File: config.mk
export PLATFORM = sky130hd
export DESIGN_NAME = ost_output_sync
export DESIGN_NICKNAME = d
export VERILOG_FILES = /design/src/ost_pkg.sv /design/src/ost_period_timer.sv /design/src/ost_event_cnt.sv /design/src/ost_output_sync.sv
export VERILOG_INCLUDE_DIRS = /design/src
export SDC_FILE = /design/constraint.sdc
export NUM_CORES = 1
export LEC_CHECK = 0
export ABC_AREA = 0
export BUFFER_PORTS_ARGS = -buffer_cell sky130_fd_sc_hd__buf_2
export CORE_ASPECT_RATIO = 0.8
export CORE_UTILIZATION = 57
export DETAILED_ROUTE_END_ITERATION = 8
export MAX_ROUTING_LAYER = met4
export PLACE_DENSITY = 0.77
export SYNTH_ARGS = -nofsm -noshare
export SYNTH_HDL_FRONTEND = slang
export SYNTH_HIERARCHICAL = 1
export SYNTH_SLANG_ARGS = --single-unit
File: constraint.sdc
create_clock -name clk -period 4.1 [get_ports clk]
set_clock_uncertainty 0.05 [all_clocks]
set_input_delay 0.615 -clock clk [delete_from_list [all_inputs] [get_ports clk]]
set_output_delay 0.615 -clock clk [all_outputs]
set_load 0.02 [all_outputs]
File: src/ost_defs.svh
// Purpose: constants for the output synchronisation parameter set
// Assumes: 50 MHz clock, subentry numbers used as register addresses
// Notes:   definitions only
`ifndef OST_DEFS_SVH
`define OST_DEFS_SVH
`define OST_CLK_HZ        1000000000/20
`define OST_NS_PER_S      1000000000
`define OST_NS_PER_CLK    (`OST_NS_PER_S/(`OST_CLK_HZ))
`define OST_SUB_COUNT     8'h00
`define OST_SUB_MODE      8'h01
`define OST_SUB_CYCLE     8'h02
`define OST_SUB_SHIFT     8'h03
`define OST_SUB_SUPP      8'h04
`define OST_SUB_MINCYC    8'h05
`define OST_SUB_CALC      8'h06
`define OST_SUB_CMD       8'h08
`define OST_SUB_DELAY     8'h09
`define OST_SUB_MISSED    8'h0b
`define OST_SUB_OVERRUN   8'h0c
`define OST_SUB_SHORT     8'h0d
`define OST_SUB_FAULT     8'h20
`define OST_COUNT_VAL     8'h20
`define OST_CYCLE_RST     32'h000186a0
`define OST_SUPP_VAL      16'hc007
`define OST_CMD_STOP      16'h0000
`define OST_CMD_START     16'h0001
`define OST_MODE_MAX      32'h00000003
`endif

File: src/ost_pkg.sv
// Purpose: types of the output synchronisation parameter set
// Assumes: nothing
// Notes:   request and answer of the dictionary port travel as structs
package ost_pkg;
   typedef enum logic [1:0] {OST_FREE, OST_BUF, OST_PULSE_A, OST_PULSE_B} ost_mode_t;
   typedef enum logic {OST_IDLE, OST_MEAS} ost_meas_t;
   typedef struct packed {
      logic        rd;
      logic        wr;
      logic [7:0]  sub;
      logic [31:0] wdata;
   } ost_od_req_t;
   typedef struct packed {
      logic        ack;
      logic        abort;
      logic [31:0] rdata;
   } ost_od_rsp_t;
endpackage

File: src/ost_period_timer.sv
// Purpose: local free-running cycle timer, period given in ns
// Assumes: period of at least one clock
// Notes:   restarts whenever run drops
`timescale 1ns/1ns
`include "ost_defs.svh"
module ost_period_timer
(
   input  wire logic        clk,
   input  wire logic        nrst,
   input  wire logic        run,
   input  wire logic [31:0] period_ns,
   output logic             tick
);
   localparam logic [31:0] NS = 32'(`OST_NS_PER_CLK);
   logic [31:0] acc_q;

   always_ff @(posedge clk or negedge nrst)
   begin
      if (!nrst)
      begin
         acc_q <= 32'h0;
         tick  <= 1'b0;
      end
      else if (!run)
      begin
         acc_q <= 32'h0;
         tick  <= 1'b0;
      end
      else if (acc_q + NS >= period_ns)
      begin
         acc_q <= 32'h0;
         tick  <= 1'b1;
      end
      else
      begin
         acc_q <= acc_q + NS;
         tick  <= 1'b0;
      end
   end
endmodule

File: src/ost_event_cnt.sv
// Purpose: diagnostic event counter
// Assumes: nothing
// Notes:   saturates, so a wrap never hides a long fault burst
`timescale 1ns/1ns
module ost_event_cnt #(parameter int W = 16)
(
   input  wire logic         clk,
   input  wire logic         nrst,
   input  wire logic         inc,
   output logic [W-1:0]      count
);
   always_ff @(posedge clk or negedge nrst)
   begin
      if (!nrst)
         count <= '0;
      else if (inc && !(&count))
         count <= count + 1'b1;
   end
endmodule

File: src/ost_output_sync.sv
// Purpose: output synchronisation parameter set with measurement and diagnostics
// Assumes: dictionary accesses arrive as one-cycle rd or wr strobes
// Notes:   answers one cycle after each strobe
`timescale 1ns/1ns
`include "ost_defs.svh"
////////////////////////////////////////////////////////////////////////////////
module ost_output_sync
   import ost_pkg::*;
#(
   parameter int CNT_W = 16
)
(
   input  wire logic         clk,
   input  wire logic         nrst,
   input  wire ost_od_req_t  od_req,
   output ost_od_rsp_t       od_rsp,
   input  wire logic         running_state,
   input  wire logic         output_buffer_event,
   input  wire logic         shared_time_pulse_a,
   input  wire logic         shared_time_pulse_b,
   input  wire logic         cycle_done,
   output logic              outputs_drive,
   output logic              sync_fault,
   output logic              meas_active
);
   localparam logic [31:0] NS = 32'(`OST_NS_PER_CLK);

   ////////////////////////////////////////////////////////////////////////////
   // helpers
   function automatic logic [31:0] max32(input logic [31:0] a, input logic [31:0] b);
      max32 = (a > b) ? a : b;
   endfunction

   function automatic logic is_sub(input logic [7:0] s, input logic [7:0] want);
      is_sub = (s == want);
   endfunction

   ////////////////////////////////////////////////////////////////////////////
   // declarations
   ost_mode_t          mode_q;
   ost_meas_t          meas_q;
   logic [31:0]        cycle_q;
   logic [15:0]        cmd_q;
   logic [31:0]        shift_q;
   logic [31:0]        mincyc_q;
   logic [31:0]        calc_q;
   logic [31:0]        delay_q;
   logic [31:0]        elapsed_q [3];
   logic [2:0]         restart;
   logic [CNT_W-1:0]   cnt [3];
   logic [2:0]         inc;
   logic               tick;
   logic               trig;
   logic               shared;
   logic               busy_q;
   logic               started_q;
   logic               got_buf_q;
   logic               a_seen_q;
   logic               wr_mode_ok;
   logic               wr_cmd_ok;
   logic               start_meas;
   logic [31:0]        rd_val;
   logic               rd_known;

   ////////////////////////////////////////////////////////////////////////////
   // configuration writes
   assign wr_mode_ok = od_req.wr && is_sub(od_req.sub, `OST_SUB_MODE)
                       && (od_req.wdata <= `OST_MODE_MAX);
   assign wr_cmd_ok  = od_req.wr && is_sub(od_req.sub, `OST_SUB_CMD)
                       && (od_req.wdata[31:1] == 31'h0);
   assign start_meas = wr_cmd_ok && od_req.wdata[0];

   always_ff @(posedge clk or negedge nrst)
   begin
      if (!nrst)
         mode_q <= OST_FREE;
      else if (wr_mode_ok)
         mode_q <= ost_mode_t'(od_req.wdata[1:0]);
   end

   always_ff @(posedge clk or negedge nrst)
   begin
      if (!nrst)
         cycle_q <= `OST_CYCLE_RST;
      else if (od_req.wr && is_sub(od_req.sub, `OST_SUB_CYCLE))
         cycle_q <= od_req.wdata;
   end

   always_ff @(posedge clk or negedge nrst)
   begin
      if (!nrst)
         cmd_q <= `OST_CMD_STOP;
      else if (wr_cmd_ok)
         cmd_q <= od_req.wdata[15:0];
   end

   always_ff @(posedge clk or negedge nrst)
   begin
      if (!nrst)
         meas_q <= OST_IDLE;
      else if (wr_cmd_ok)
      begin
         unique case (meas_q)
            OST_IDLE: meas_q <= od_req.wdata[0] ? OST_MEAS : OST_IDLE;
            OST_MEAS: meas_q <= od_req.wdata[0] ? OST_MEAS : OST_IDLE;
         endcase
      end
   end

   ////////////////////////////////////////////////////////////////////////////
   // cycle trigger
   // local timer period
   ost_period_timer u_timer
   (
      .clk       (clk),
      .nrst      (nrst),
      .run       (mode_q == OST_FREE),
      .period_ns (cycle_q),
      .tick      (tick)
   );

   assign shared = (mode_q == OST_PULSE_A) || (mode_q == OST_PULSE_B);

   always_comb
   begin
      unique case (mode_q)
         OST_FREE:    trig = tick;
         OST_BUF:     trig = output_buffer_event;
         OST_PULSE_A: trig = shared_time_pulse_a;
         OST_PULSE_B: trig = shared_time_pulse_b;
      endcase
   end

   always_ff @(posedge clk or negedge nrst)
   begin
      if (!nrst)
         outputs_drive <= 1'b0;
      else
         outputs_drive <= trig;
   end

   // a new cycle keeps busy set even if done lands with it
   always_ff @(posedge clk or negedge nrst)
   begin
      if (!nrst)
      begin
         busy_q    <= 1'b0;
         started_q <= 1'b0;
      end
      else
      begin
         busy_q    <= trig | (busy_q & ~cycle_done);
         started_q <= started_q | trig;
      end
   end

   // buffer event seen since the last pulse A, set wins
   always_ff @(posedge clk or negedge nrst)
   begin
      if (!nrst)
      begin
         got_buf_q <= 1'b0;
         a_seen_q  <= 1'b0;
      end
      else
      begin
         got_buf_q <= output_buffer_event | (got_buf_q & ~shared_time_pulse_a);
         a_seen_q  <= a_seen_q | shared_time_pulse_a;
      end
   end

   ////////////////////////////////////////////////////////////////////////////
   // elapsed ns since pulse A, pulse B and cycle start; saturating
   assign restart = {trig, shared_time_pulse_b, shared_time_pulse_a};

   for (genvar i = 0; i < 3; i++)
   begin : g_elapsed
      always_ff @(posedge clk or negedge nrst)
      begin
         if (!nrst)
            elapsed_q[i] <= 32'h0;
         else if (restart[i])
            elapsed_q[i] <= 32'h0;
         else if (elapsed_q[i] <= ~NS)
            elapsed_q[i] <= elapsed_q[i] + NS;
      end
   end

   ////////////////////////////////////////////////////////////////////////////
   // measured maxima
   // keep largest values
   always_ff @(posedge clk or negedge nrst)
   begin
      if (!nrst)
      begin
         shift_q <= 32'h0;
         delay_q <= 32'h0;
      end
      else if (start_meas)
      begin
         shift_q <= 32'h0;
         delay_q <= 32'h0;
      end
      else if (meas_q == OST_MEAS && trig && shared)
      begin
         // pulse A to drive, a pulse in this cycle is no shift
         shift_q <= max32(shift_q, shared_time_pulse_a ? 32'h0 : elapsed_q[0]);
         // pulse B to drive, not the time since the previous pulse B
         if (mode_q == OST_PULSE_B)
            delay_q <= max32(delay_q, shared_time_pulse_b ? 32'h0 : elapsed_q[1]);
      end
   end

   // processing time bounds the shortest cycle
   always_ff @(posedge clk or negedge nrst)
   begin
      if (!nrst)
      begin
         mincyc_q <= `OST_CYCLE_RST;
         calc_q   <= 32'h0;
      end
      else if (start_meas)
      begin
         mincyc_q <= 32'h0;
         calc_q   <= 32'h0;
      end
      else if (meas_q == OST_MEAS && cycle_done && busy_q)
      begin
         mincyc_q <= max32(mincyc_q, elapsed_q[2] + NS);
         if (shared)
            calc_q <= max32(calc_q, elapsed_q[2] + NS);
      end
   end

   ////////////////////////////////////////////////////////////////////////////
   // diagnostics
   // missed buffer event
   assign inc[0] = running_state && shared && shared_time_pulse_a && a_seen_q
                   && !got_buf_q && !output_buffer_event;
   // overrun, or early start against the cycle entry
   assign inc[1] = running_state && trig && started_q
                   && (busy_q || (mode_q != OST_FREE && elapsed_q[2] + NS < cycle_q));
   assign inc[2] = (mode_q == OST_PULSE_B) && shared_time_pulse_b && a_seen_q
                   && (elapsed_q[0] < calc_q);

   for (genvar i = 0; i < 3; i++)
   begin : g_cnt
      ost_event_cnt #(.W(CNT_W)) u_cnt
      (
         .clk   (clk),
         .nrst  (nrst),
         .inc   (inc[i]),
         .count (cnt[i])
      );
   end

   always_ff @(posedge clk or negedge nrst)
   begin
      if (!nrst)
         sync_fault <= 1'b0;
      else if (running_state && |inc)
         sync_fault <= 1'b1;
   end

   always_ff @(posedge clk or negedge nrst)
   begin
      if (!nrst)
         meas_active <= 1'b0;
      else
         meas_active <= (meas_q == OST_MEAS) ? ~(wr_cmd_ok & ~od_req.wdata[0]) : start_meas;
   end

   ////////////////////////////////////////////////////////////////////////////
   // dictionary read mux
   always_comb
   begin
      rd_val   = 32'h0;
      rd_known = 1'b1;
      case (od_req.sub)
         `OST_SUB_COUNT:   rd_val = {24'h0, `OST_COUNT_VAL};
         `OST_SUB_MODE:    rd_val = {30'h0, mode_q};
         `OST_SUB_CYCLE:   rd_val = cycle_q;
         `OST_SUB_SHIFT:   rd_val = shift_q;
         `OST_SUB_SUPP:    rd_val = {16'h0, `OST_SUPP_VAL};
         `OST_SUB_MINCYC:  rd_val = mincyc_q;
         `OST_SUB_CALC:    rd_val = calc_q;
         `OST_SUB_CMD:     rd_val = {16'h0, cmd_q};
         `OST_SUB_DELAY:   rd_val = delay_q;
         `OST_SUB_MISSED:  rd_val = 32'(cnt[0]);
         `OST_SUB_OVERRUN: rd_val = 32'(cnt[1]);
         `OST_SUB_SHORT:   rd_val = 32'(cnt[2]);
         `OST_SUB_FAULT:   rd_val = {31'h0, sync_fault};
         default:          rd_known = 1'b0;
      endcase
   end

   // read-only entries abort a write rather than ignore it silently
   always_ff @(posedge clk or negedge nrst)
   begin
      if (!nrst)
         od_rsp <= '0;
      else
      begin
         od_rsp.ack   <= od_req.rd | od_req.wr;
         od_rsp.abort <= (od_req.rd && !rd_known)
                         || (od_req.wr && !wr_mode_ok && !wr_cmd_ok
                             && !is_sub(od_req.sub, `OST_SUB_CYCLE));
         od_rsp.rdata <= od_req.rd ? rd_val : 32'h0;
      end
   end
endmodule

==> flow_metrics.tcl <==
set metrics [dict create \
    fmax_mhz 239 \
    slowest_stage "o21bai_4" \
    clockPowerShare_pct 39.0 \
    port_buffers 85 \
    grt_usage_pct 35.2 \
    timing.final.ws_setup_ns -0.0858 \
    clkTransAtPathRegs_ns 0.06 \
    vias 20200 \
    clock_latency_ns 0.56 \
    relSlewSlack_pct 21.4 \
    ys_ff_latch 384 \
    wl_per_cell_um 23.3 \
    grt-ovfl-total 0 \
    syn_inst 2399 \
    yosysTopAreaCell "dfrtp_1" \
    hold_viol 0 \
    cpMostUsedCell "buf_4" \
    power_frac_comb_pct 19.6 \
    path_class "flip-flop to flip-flop" \
    arrival_ns 4.58 \
    peakVddDrop_uv 364 \
    failed_checks "DRC, setup timing" \
    dr.pass1.iters 9 \
    via_per_inst 6.47 \
    power.switching_mw 2.92 \
    synth_cell_types 81 \
    hpwl_mm 52.8 \
    cts_root_buffer "clkbuf_16" \
    seqPwrFrac_pct 41.5 \
    grt_pass1_vias 19200 \
    core_um2 39900 \
    synthArstFlopShare_pct 100 \
    cp-start-kind "flip-flop" \
    start_util_pct 58.5 \
    grt_pass1_wl_mm 110 \
    crit_path_end_kind "flip-flop" \
    worstPathRequired_ns 4.50 \
    cts.path.max_buffers 3 \
    antenna_found_initial 2 \
    crit_chain "ha_2 -> o211ai_1 -> buf_4 -> nor4_4 -> and3_4 -> nand2_1 -> xnor2_2 -> buf_4 -> inv_1 -> ha_1 -> a21oi_1 -> o21ai_2 -> a221oi_4 -> o41ai_4 -> o21bai_4 -> clkbuf_16 -> nor2_1 -> a211oi_1" \
    io_pins 86 \
    synth_seq_area_share_pct 41.3 \
    synth_edf_count 0 \
    drc_errors 3 \
    worstReg2RegStart "elapsed_q[2]$_DFFE_PN0P_" \
    clkSinkCount 384 \
    htree_num_levels 2 \
    r2r-end "calc_q[8]$_DFFE_PN0P_" \
    synthesis.area_um2 23300 \
    grt_max_degree 130 \
    rsz0062_at_grt "true" \
    startpoint "elapsed_q[2]$_DFFE_PN0P_" \
    max_stage_delay_ns 0.40 \
    wl_mm 72.7 \
    slew_viol_final 0 \
    fin_crit_ns 4.19 \
    mostFrequentLayoutCell "dfrtp_1" \
    reg2reg_slack_ns -0.09 \
    cp_max_fo 8 \
    drive_gt1_share_pct 18.2 \
    floorplan.die.height_um 183 \
    internal_power_mw 6.94 \
    status "finished with violations" \
    dieArea_um2 41700 \
    nFillCells 3046 \
    power_density_nw_per_um2 364 \
    cts_tree "done" \
    rows 65 \
    synth_ff_type "dfrtp_1" \
    cap_viol_max_count 0 \
    ant_nets 0 \
    power.leakage_nw 12.8 \
    die_w_um 228 \
    period_share_pct 102 \
    synth_top_area_share_pct 39.9 \
    ctsHoldBuffers 0 \
    reg2reg_depth 18 \
    stdcell_count 3125 \
    dp.cells 3028 \
    hold_class "input pin to async pin" \
    synth_area_per_cell_um2 9.72 \
    synth_warnings 6 \
    drtIter0Drc 2655 \
    nNetsFinal 2824 \
    cts_inserted_buffers 41 \
    power_mw 9.86 \
    area_delta_synth_final_pct 16.1 \
    gp_congestion 1.05 \
    yosys-top-cells-area "dfrtp_1 40%, ha_1 12%, nand2_1 3.8%, nand4_1 2.8%, xor2_1 2.7%" \
    sw_frac_of_total_pct 29.6 \
    tightest_slew_ns 1.17 \
    setup_violations 6 \
    layout_common_cells "371 x dfrtp_1, 232 x nand2_1, 213 x ha_1" \
]
==> through the flow <==
| stage | cell area [um2] | TNS (ns) | hold slack, ns | util (%) | worst slack (ns) |
|---|---|---|---|---|---|
| CTS | 26400 | 0 | 0.162 | 66.2 | 0.00600 |
| global placement | 25000 | -0.0246 | 0.403 | 62.7 | -0.0183 |
| floorplan | 23300 | 0 | 0.269 | - | 0.0135 |
| finish | 27100 | -0.222 | 0.101 | 68.0 | -0.0858 |
| detailed placement | 25000 | -2.06 | 0.426 | 62.7 | -0.190 |
| global route | 27100 | -7.43 | 0.191 | 68.0 | -0.294 |
==> logic make-up after synthesis <==
group	count (synthesis)	synth area share [%]
multiplexers	81	3.73
flip-flops	384	41.3
buffers and inverters	245	4.17
adder cells (fa/ha/maj)	221	11.8
XOR/XNOR	138	5.26
AND/OR/NAND/NOR	865	20.0
AO/OA/AOI/OAI	464	13.8
other	1	0.0161
==> sequential cells by signal (all words and copies together) (netlist names), 2 cells and up <==
signal,flops
u_timer/acc_q,30
od_rsp,34
mincyc_q,31
delay_q,31
elapsed_q,90
cycle_q,32
cmd_q,16
shift_q,31
calc_q,31
mode_q,2
g_cnt.u_cnt/count,48
==> cells in the mapped netlist, types with 37 or more instances <==
library cell and count:
xor2_1 71, nand2b_1 40, nand2_1 235, o21ai_0 83
nand3_1 70, a21oi_1 102, nand4_1 103, mux2_2 47
clkbuf_1 80, xnor2_1 66, and2_1 37, nor3_1 38
nor2_1 152, ha_1 218, dfrtp_1 372, a21o_1 61
inv_1 140, a222oi_1 37
==> layout make-up <==
| class | count | area, um2 | share of cell area (%) |
|---|---|---|---|
| Multi-Input combinational cell | 1771 | 13300 | 49.0 |
| Sequential cell | 384 | 9630 | 35.5 |
| Timing Repair Buffer | 218 | 1610 | 5.93 |
| Clock buffer | 56 | 1170 | 4.34 |
| Tap cell | 536 | 671 | 2.48 |
| Inverter | 141 | 534 | 1.97 |
| Clock inverter | 17 | 194 | 0.716 |
| Antenna cell | 2 | 5.00 | 0.0185 |
==> power by group through the flow <==
| stage | combinational [mW] | clock (mW) | sequential (mW) |
|---|---|---|---|
| floorplan | 1.05 | 0 | 4.11 |
| global placement | 1.74 | 0 | 4.14 |
| detailed placement | 1.82 | 0 | 4.14 |
| CTS | 1.84 | 3.87 | 4.08 |
| global route | 2.10 | 4.03 | 4.10 |
| finish | 1.93 | 3.84 | 4.09 |
==> repair_timing <==
action / 4_1_cts / 5_1_grt
gates cloned: 0 / 5
pin swaps: 2 / 16
gates resized for setup: 6 / 82
setup endpoints to repair: 71 / 76
buffers inserted: 1 / 16
==> routing by layer <==
layer	GRT usage [%]	wire length [um]	share of wire, %
met3	7.00	7540	10
met4	14.9	3480	4.8
met1	48.9	30500	42
met5	-	0	0
met2	50.1	31200	43
==> critical path, delay by kind of cell (launching register included) <==
| kind | cells | cell delay (ns) |
|---|---|---|
| adder cells (fa/ha/maj) | 2 | 0.52 |
| AND/OR/NAND/NOR | 4 | 0.59 |
| buffers and inverters | 4 | 0.76 |
| AO/OA/AOI/OAI | 7 | 1.59 |
| XOR/XNOR | 1 | 0.17 |
| flip-flops | 1 | 0.38 |
==> worst max path at each step <==
stage / endpoint / slack, ns / cells past startpoint
3_5_place_dp: g_cnt[1].u_cnt/count[15]$_DFFE_PN0P_ / -0.19 / 18
2_1_floorplan: g_cnt[1].u_cnt/count[15]$_DFFE_PN0P_ / 0.01 / 18
3_3_place_gp: g_cnt[1].u_cnt/count[15]$_DFFE_PN0P_ / -0.02 / 18
5_1_grt: calc_q[8]$_DFFE_PN0P_ / -0.29 / 18
4_1_cts: g_cnt[1].u_cnt/count[6]$_DFFE_PN0P_ / 0.006 / 18
6_report: calc_q[8]$_DFFE_PN0P_ / -0.09 / 18
Note: power is estimated with default switching activity, not from simulation.
